$ cat config.mk
export PLATFORM = sky130hd
export DESIGN_NAME = hps_port
export DESIGN_NICKNAME = d
export VERILOG_FILES = /design/src/include/hps_pkg.sv /design/src/verilog/hps_port.sv
export SDC_FILE = /design/constraint.sdc
export NUM_CORES = 1
export LEC_CHECK = 0
export BUFFER_PORTS_ARGS = -buffer_cell sky130_fd_sc_hd__buf_2
export CAP_MARGIN = 25
export CORE_ASPECT_RATIO = 2
export CORE_MARGIN = 3
export CORE_UTILIZATION = 47
export DETAILED_ROUTE_END_ITERATION = 7
export PLACE_DENSITY = 0.8
export SYNTH_ARGS = -nofsm -noshare
export SYNTH_HDL_FRONTEND = slang
export SYNTH_SLANG_ARGS = --single-unit
$ cat constraint.sdc
create_clock -name ref_clk -period 2.19 [get_ports ref_clk]
set_input_delay 0.438 -clock ref_clk [delete_from_list [all_inputs] [get_ports ref_clk]]
set_output_delay 0.438 -clock ref_clk [all_outputs]
set_load 0.01 [all_outputs]
$ cat src/include/hps_pkg.sv
package hps_pkg;
    // Host register select width and data width
    localparam int HPS_SEL_W = 3;
    localparam int HPS_DATA_W = 8;
    localparam int HPS_NREGS = 8;
    // Reset values
    localparam logic [7:0] HPS_DATA_RST = 8'h00;
    localparam logic [2:0] HPS_GPIO_DIR_RST = 3'h0;
    localparam logic [2:0] HPS_GPIO_OUT_RST = 3'h0;
    // Bit positions of the three dual-use pins in the gpio vectors
    localparam int HPS_BIT_EN = 0;
    localparam int HPS_BIT_REQ = 1;
    localparam int HPS_BIT_ACK = 2;
    // Register index that the vectored acknowledge reads out
    localparam logic [2:0] HPS_VEC_SEL = 3'h3;
endpackage

$ cat src/verilog/hps_port.sv
`timescale 1ns/1ps
module hps_port
    import hps_pkg::*;
(
    // Clock, reset, enable
    input wire logic ref_clk,
    input wire logic nrst,
    input wire logic clk_en,
    // Mode and core side
    input wire logic host_port_sel,
    input wire logic service_req,
    input wire logic dma_mode,
    input wire logic [hps_pkg::HPS_NREGS*8-1:0] rd_regs,
    output logic [7:0] wr_data,
    output logic [2:0] wr_sel,
    output logic wr_stb,
    output logic dma_ack_stb,
    output logic irq_ack_stb,
    // Gpio control for the three dual-use pins
    input wire logic [2:0] gpio_dir,
    input wire logic [2:0] gpio_out,
    output logic [2:0] gpio_in,
    // Host pins
    input wire logic host_enable_n,
    input wire logic host_read_not_write,
    input wire logic [2:0] host_register_select,
    input wire logic host_acknowledge_n,
    input wire logic [7:0] host_data_bus_i,
    output logic [7:0] host_data_bus_o,
    output logic host_data_bus_oe,
    output logic host_service_request_n_o,
    output logic host_service_request_n_oe,
    output logic host_enable_n_o,
    output logic host_enable_n_oe,
    output logic host_acknowledge_n_o,
    output logic host_acknowledge_n_oe
);
    typedef struct packed {
        logic en_d;
        logic ack_d;
        logic rnw_d;
        logic [2:0] sel_d;
        logic [7:0] din_d;
        logic [7:0] wdat;
        logic [2:0] wsel;
        logic wstb;
        logic dstb;
        logic istb;
        logic [7:0] dout;
        logic doe;
        logic [1:0] req_o;
        logic [1:0] req_oe;
        logic [2:0] gpo;
        logic [2:0] gpoe;
        logic [2:0] gpi;
    } hps_state_t;

    hps_state_t st_ff;
    hps_state_t nxt_st;
    logic [2:0] pin_in;
    logic [2:0] idx;
    logic ack_act;

    assign pin_in = {host_acknowledge_n, 1'b1, host_enable_n};

    // Next state; every pin sample and output is a flop
    always_comb begin
        nxt_st = st_ff;
        nxt_st.en_d = host_enable_n;
        nxt_st.ack_d = host_acknowledge_n;
        nxt_st.rnw_d = host_read_not_write;
        nxt_st.sel_d = host_register_select;
        nxt_st.din_d = host_data_bus_i;
        nxt_st.wstb = 1'b0;
        nxt_st.dstb = 1'b0;
        nxt_st.istb = 1'b0;
        idx = host_register_select;
        ack_act = 1'b0;
        if (host_port_sel) begin
            // Acknowledge only counts while our request is out
            ack_act = !host_acknowledge_n && service_req;
            if (ack_act && !dma_mode) begin
                idx = HPS_VEC_SEL;
            end
            // Write: rising edge of enable with write selected
            if (!st_ff.en_d && host_enable_n && !st_ff.rnw_d) begin
                nxt_st.wdat = st_ff.din_d;
                nxt_st.wsel = st_ff.sel_d;
                nxt_st.wstb = 1'b1;
            end
            // Falling edge of acknowledge during request
            if (st_ff.ack_d && !host_acknowledge_n && service_req) begin
                nxt_st.dstb = dma_mode;
                nxt_st.istb = !dma_mode;
            end
            // Drive data on read strobe or acknowledge, else float
            nxt_st.doe = (!host_enable_n && host_read_not_write)
                || ack_act;
            nxt_st.dout = rd_regs[idx*8 +: 8];
            // Open drain: output always low, enable carries the level
            nxt_st.req_o = 2'b00;
            nxt_st.req_oe = {1'b0, service_req};
            nxt_st.gpoe = 3'b000;
        end else begin
            // Gpio mode; request pin is push-pull here
            nxt_st.doe = 1'b0;
            nxt_st.gpo = gpio_out;
            nxt_st.gpoe = gpio_dir;
            nxt_st.req_o = {1'b0, gpio_out[HPS_BIT_REQ]};
            nxt_st.req_oe = {1'b0, gpio_dir[HPS_BIT_REQ]};
        end
        nxt_st.gpi = {pin_in[2], 1'b0, pin_in[0]};
    end

    // State register; clock enable freezes everything except the synchronous reset
    always_ff @(posedge ref_clk) begin
        if (!nrst) begin
            st_ff <= '0;
            st_ff.en_d <= 1'b1;
            st_ff.ack_d <= 1'b1;
            st_ff.dout <= HPS_DATA_RST;
            st_ff.wdat <= HPS_DATA_RST;
            st_ff.gpo <= HPS_GPIO_OUT_RST;
            st_ff.gpoe <= HPS_GPIO_DIR_RST;
        end else if (clk_en) begin
            st_ff <= nxt_st;
        end
    end

    // Outputs straight from flops
    assign wr_data = st_ff.wdat;
    assign wr_sel = st_ff.wsel;
    assign wr_stb = st_ff.wstb;
    assign dma_ack_stb = st_ff.dstb;
    assign irq_ack_stb = st_ff.istb;
    assign gpio_in = st_ff.gpi;
    assign host_data_bus_o = st_ff.dout;
    assign host_data_bus_oe = st_ff.doe;
    assign host_service_request_n_o = st_ff.req_o[0];
    assign host_service_request_n_oe = st_ff.req_oe[0];
    assign host_enable_n_o = st_ff.gpo[HPS_BIT_EN];
    assign host_enable_n_oe = st_ff.gpoe[HPS_BIT_EN];
    assign host_acknowledge_n_o = st_ff.gpo[HPS_BIT_ACK];
    assign host_acknowledge_n_oe = st_ff.gpoe[HPS_BIT_ACK];

    // Checks
    a_write_capture: assert property (@(posedge ref_clk) disable iff (!nrst)
        clk_en && host_port_sel && !st_ff.en_d && host_enable_n
        && !st_ff.rnw_d |=> wr_stb && wr_data == $past(st_ff.din_d))
        else $error("write byte not captured");
    a_float_idle: assert property (@(posedge ref_clk) disable iff (!nrst)
        clk_en && host_enable_n && !(host_port_sel && !host_acknowledge_n
        && service_req) |=> !host_data_bus_oe)
        else $error("data driven while idle");
    a_read_drive: assert property (@(posedge ref_clk) disable iff (!nrst)
        clk_en && host_port_sel && !host_enable_n && host_read_not_write
        |=> host_data_bus_oe)
        else $error("read not driven");
    a_write_input: assert property (@(posedge ref_clk) disable iff (!nrst)
        clk_en && host_port_sel && !host_enable_n && !host_read_not_write
        && host_acknowledge_n |=> !host_data_bus_oe)
        else $error("driven on write");
    a_req_odrain: assert property (@(posedge ref_clk) disable iff (!nrst)
        $past(host_port_sel) && $past(clk_en)
        |-> !host_service_request_n_o)
        else $error("request driven high");
    a_ack_drive: assert property (@(posedge ref_clk) disable iff (!nrst)
        clk_en && host_port_sel && !host_acknowledge_n && service_req
        |=> host_data_bus_oe)
        else $error("ack not driven");
    a_dma_ack: assert property (@(posedge ref_clk) disable iff (!nrst)
        clk_en && host_port_sel && dma_mode && service_req
        && st_ff.ack_d && !host_acknowledge_n |=> dma_ack_stb && !irq_ack_stb)
        else $error("dma ack lost");
    a_vec_ack: assert property (@(posedge ref_clk) disable iff (!nrst)
        clk_en && host_port_sel && !dma_mode && service_req
        && st_ff.ack_d && !host_acknowledge_n
        |=> irq_ack_stb && host_data_bus_o == rd_regs[HPS_VEC_SEL*8 +: 8])
        else $error("vector ack wrong");
    a_gpio_req: assert property (@(posedge ref_clk) disable iff (!nrst)
        clk_en && !host_port_sel |=> host_service_request_n_oe
        == $past(gpio_dir[HPS_BIT_REQ]))
        else $error("gpio request dir");
    a_gpio_reset: assert property (@(posedge ref_clk)
        !nrst |=> !host_enable_n_oe && !host_acknowledge_n_oe)
        else $error("gpio not input after reset");
    a_sel_latch: assert property (@(posedge ref_clk) disable iff (!nrst)
        clk_en && host_port_sel && !st_ff.en_d && host_enable_n
        && !st_ff.rnw_d |=> wr_sel == $past(st_ff.sel_d))
        else $error("select not kept");
    c_write: cover property (@(posedge ref_clk) wr_stb);
    c_read: cover property (@(posedge ref_clk) host_data_bus_oe
        && !host_enable_n);
    c_dma: cover property (@(posedge ref_clk) dma_ack_stb);
    c_irq: cover property (@(posedge ref_clk) irq_ack_stb);
    c_gpio: cover property (@(posedge ref_clk) host_service_request_n_oe
        && host_service_request_n_o);

    // Request pull follows the core's level one cycle later
    a_req_pull: assert property (@(posedge ref_clk) disable iff (!nrst)
        clk_en && host_port_sel |=> host_service_request_n_oe
        == $past(service_req))
        else $error("request pull wrong");

    // An acknowledge with no request out must not raise a strobe;
    // a stray low level on the pin would otherwise look like a handshake
    a_ack_ignored: assert property (@(posedge ref_clk) disable iff (!nrst)
        clk_en && !service_req |=> !dma_ack_stb && !irq_ack_stb)
        else $error("stray ack taken");
endmodule

Yosys cells after proc, flatten, opt, wreduce, memory -nomap -nowiden
Cells that the tools add are included.

Register bits after elaboration: 47. Bits in latches: 0. Memory bits (writable): 0. Memory bits (read-only): 0. Output and inout bits: 32. Word-level logic and storage cells: 42. Memories: 0.

Add/subtract/negate cells: 0. Multipliers: 0. Divide/modulo/power cells: 0. Order comparisons: 0. Equal/unequal tests: 0. Shifts and indexed selects: 1. Multiplexer cells: 7. Bitwise logic cells: 1. Reductions and logical operators: 16.

Operators with widths (number): 64-bit by 7-bit variable part select with 8-bit output (1); 11-bit two-way mux (1); 3-bit two-way mux (3); 1-bit logical AND (7); 1-bit logical NOT (5); 5-bit two-way mux (1); 2-bit AND reduction (2); 3-bit AND reduction (1); 2-bit two-way mux (1); 1-bit logical OR (1); 1-bit two-way mux (1); 1-bit inverter (1).

Logic depth before layout (Yosys ltp)
Depth in word-level cells: 7. Gate-level depth with buffers: 7. Mapped depth without buffers: 4.

Worst setup path after synthesis
OpenSTA, ideal clock, no wires.

Path kind: in2reg. Start point: input port host_acknowledge_n. End point: register st_ff, in the netlist host_data_bus_o[0]. Arrival: 1.575 ns. Required time: 2.087 ns. Path slack: 0.511 ns. Stages on the path: 6. Path buffers: 2. Cell sequence: or3b_1 buf_4 buf_6 nand2_8 a211oi_2 a2111oi_2.

Word-level cells in the longest chain between the ends: 6.

RTL lines: start: declaration (line hps_port.sv:27) `input wire logic host_acknowledge_n,`; 1-bit logical NOT (line hps_port.sv:81) `ack_act = !host_acknowledge_n && service_req;`; 1-bit logical AND (line hps_port.sv:81); 1-bit logical AND (line hps_port.sv:82) `if (ack_act && !dma_mode) begin`; 3-bit two-way mux (line hps_port.sv:82); 3-bit two-way mux (line hps_port.sv:79) `if (host_port_sel) begin`; 64-bit by 7-bit variable part select with 8-bit output (line hps_port.sv:99) `nxt_st.dout = rd_regs[idx*8 +: 8];`; end signal: assignment (line hps_port.sv:126) `st_ff <= nxt_st;`; end: declaration (line hps_port.sv:58) `hps_state_t st_ff;`.

No other way between the ends. The select of a mux whose other input is x is not followed. A chain may end at the register's enable or synchronous reset.

Worst setup path in the final report
Ends and elaborated chain as after synthesis.

==> impl_metrics.csv <==
group,metric,value,unit
synth,syn_inst,297,
synth,ys_warn_count,0,
place,gp_routability_congestion,0.8678,
global_route,antenna_found_initial,0,
cts,cts_resized,0,
setup_path,rr_startpoint,"st_ff[47]",
route,avgViaCountPerCell,5.429,
floorplanning,dieArea,6763,µm²
cts,cts_made_buffers,5,
cts,clock_sink_count,45,
power_and_ir_drop,p_switching,470.0,µW
sta,min_period,1.698,ns
sta,hold_viol,0,
cts,path_clk_slew,0.08,ns
setup_path,worstSetupPathType,"input port to flop",
route,wire_per_inst,15.67,µm
power_and_ir_drop,clkPwrFrac,0.282,
global_route,track_usage,0.2135,
sta,fin_skew,0.01318,ns
synth,synth_nets,387,
setup_path,critPathLaunchType,"input port",
global_route,grt_overflow,0,
power_and_ir_drop,peakVddDrop,0.0005226,V
setup_path,cp-end-kind,"flop",
setup_path,crit_fanout,24,
floorplanning,fp.dieW,59.67,µm
global_route,grt_max_degree,33,
synth,synth_cell_types,42,
sta,setup_viol,0,
cts,ctsHtreeMaxLevel,2,
floorplanning,core,5515,µm²
power_and_ir_drop,leakagePower,0.001552,µW
synth,synth-edff-count,0,
place,port_buffers,120,
cts,cts_buffer_depth,2,
sta,drv_slew,0,
place,placed_cells,447,
sta,slew_headroom,0.6336,
synth,async_reset_ff_frac,0,
synth,seq_area_frac_synth,0.3327,
outcome,status,"finished clean",
synth,ys_ff_latch,45,
place,hpwl,5.817,mm
cells_and_area,n_fill_cell,513,
synth,synth.cell_area,2708,µm²
power_and_ir_drop,p_seq_frac,0.509,
setup_path,regToRegSetupSlack,0.90,ns
cells_and_area,stdcell_count,455,
power_and_ir_drop,pwr-share-comb,0.209,
global_route,grt_pass1_wl,11.07,mm
worst_hold_path,hold_path_startpoint,"gpio_out[1]",
cells_and_area,drive_above_1_share,0.4101,
cells_and_area,finalNetCount,484,
route,ant_nets,0,
sta,fmax,588.9,MHz
power_and_ir_drop,p_int,1249,µW
cells_and_area,synthToLayoutAreaGrowth,21.67,%
cts,cts_root_buffer,"clkbuf_8",
worst_hold_path,hp-class,"input port to flop",
cts,cts_tree,"done",
cells_and_area,antennaDiodeCount,0,
sta,worstMarginPinSlew,0.5490,ns
sta,finalCritPeriodShare,0.7753,
setup_path,cp.arrival,1.88,ns
route,drc,0,
floorplanning,die-height,113.3,µm
worst_hold_path,holdPathEnd,"host_service_request_n_o",
run,drv_cap,0,
floorplanning,start_util,0.4909,
route,vias,2470,
floorplanning,pin_count,122,
cts,post-cts-setup-buffers,0,
setup_path,cp.required,2.37,ns
route,wl,7.132,mm
synth,ys.flop_type,"dfxtp_1",
sta,hold_ws,0.3974,ns
sta,setup_tns,0,ns
route,drt_pre_antenna_iters,4,
setup_path,worst_r2r_endpoint,"wr_data[2]",
synth,syn_area_per_cell,9.116,µm²
power_and_ir_drop,sw_frac_of_total,0.2733,
setup_path,rr_worst_depth,4,
worst_hold_path,hold_depth,3,
power_and_ir_drop,finalPower,1719,µW
route,drt_iter0_markers,31,
global_route,grt_pass1_vias,2456,
cts,cts_hold_buffers,0,
cts,worstSkewPairLatency,0.29,ns
power_and_ir_drop,p_per_area,521.9,nW/µm²
sta,rsz0062_at_grt,"no",
floorplanning,num_rows,38,
==> area by class of cell <==
class                      instances  area (µm²)  share of cell area
clock buffer                       6       72.57             0.02203
clock inverter                     2       10.01            0.003038
inverter                          18       67.56             0.02051
multi-input combinational        193        1485              0.4508
sequential                        45       900.9              0.2735
tap                               60       75.07             0.02279
timing repair buffer             131       683.2              0.2074
==> worst max path at each step <==
stage                        from                  to  slack [ns]  cells after the start
5_1_grt        host_acknowledge_n  host_data_bus_o[1]        0.44                      6
6_report       host_acknowledge_n  host_data_bus_o[0]        0.49                      6
3_3_place_gp   host_acknowledge_n  host_data_bus_o[2]        0.27                      6
4_1_cts        host_acknowledge_n  host_data_bus_o[0]        0.51                      6
2_1_floorplan  host_acknowledge_n  host_data_bus_o[0]        0.51                      6
3_5_place_dp   host_acknowledge_n  host_data_bus_o[0]        0.20                      6
==> cells by family (layout without fill, tap and decap cells) <==
logic type,Yosys count,in the layout,share of synthesized area
and+or+nand+nor,84,84,0.1895
AOI/OAI and AO/OA,67,67,0.2029
buffers and inverters,59,157,0.1220
DFF,45,45,0.3327
muxes,41,41,0.1516
other,1,1,0.001385
==> worst max-delay path: stages <==
cell and delay [ns]:
buf_2 0.12, or3b_1 0.46, buf_4 0.26, nand2_8 0.15
a211oi_2 0.09, a2111oi_2 0.35
==> sequential cells by signal (all words and copies together) (netlist names) <==
name                       cells
wr_data                        8
dma_ack_stb                    1
st_ff                         14
host_acknowledge_n_oe          1
host_data_bus_oe               1
host_service_request_n_o       1
host_enable_n_oe               1
wr_sel                         3
irq_ack_stb                    1
host_data_bus_o                8
host_acknowledge_n_o           1
host_enable_n_o                1
host_service_request_n_oe      1
gpio_in                        2
wr_stb                         1
==> cell usage in the layout, fill, tap and decap left out, drive strengths merged, types with 2 or more instances in the layout <==
master / count
inv: 18
o22ai: 9
nor2: 15
a2111oi: 7
a21boi: 3
and3: 9
a211oi: 8
dfxtp: 45
o21ai: 9
mux2i: 41
clkinv: 2
nor4: 2
nand2: 6
a21oi: 12
nand2b: 5
buf: 131
and2: 3
nor2b: 34
nand3: 4
clkbuf: 6
o211ai: 15
==> power by group through the flow <==
stage / registers (µW) / clock network, µW / logic [µW]
6_report: 875 / 485 / 359
5_1_grt: 879 / 536 / 394
4_1_cts: 875 / 505 / 361
3_5_place_dp: 894 / 0 / 361
3_3_place_gp: 892 / 0 / 351
2_1_floorplan: 890 / 0 / 224
==> metrics by stage <==
stage	instance area [µm²]	setup WS, ns	util
finish	3294	0.4921	0.5973
global route	3294	0.4401	0.5973
CTS	3294	0.5106	0.5973
detailed placement	3212	0.2023	0.5824
global placement	3212	0.2650	0.5824
floorplan	2708	0.5114	-
==> cells in the mapped netlist, types with 9 or more instances <==
cell | number | area share
a21oi_1 | 11 | 0.020
and3_1 | 9 | 0.021
buf_4 | 24 | 0.067
clkbuf_1 | 10 | 0.014
dfxtp_1 | 45 | 0.33
inv_1 | 17 | 0.024
mux2i_1 | 41 | 0.15
nor2_1 | 14 | 0.019
nor2b_1 | 34 | 0.079
o211ai_1 | 13 | 0.036
o21ai_0 | 9 | 0.017
o22ai_1 | 9 | 0.021
==> layer usage <==
metal / wire (µm) / global-route usage
met3: 424 / 0.03881
met1: 2378 / 0.2017
met2: 3958 / 0.3967
met4: 370 / 0.1272
met5: 0 / 0
No activity file was read; power rests on OpenSTA's default activity.
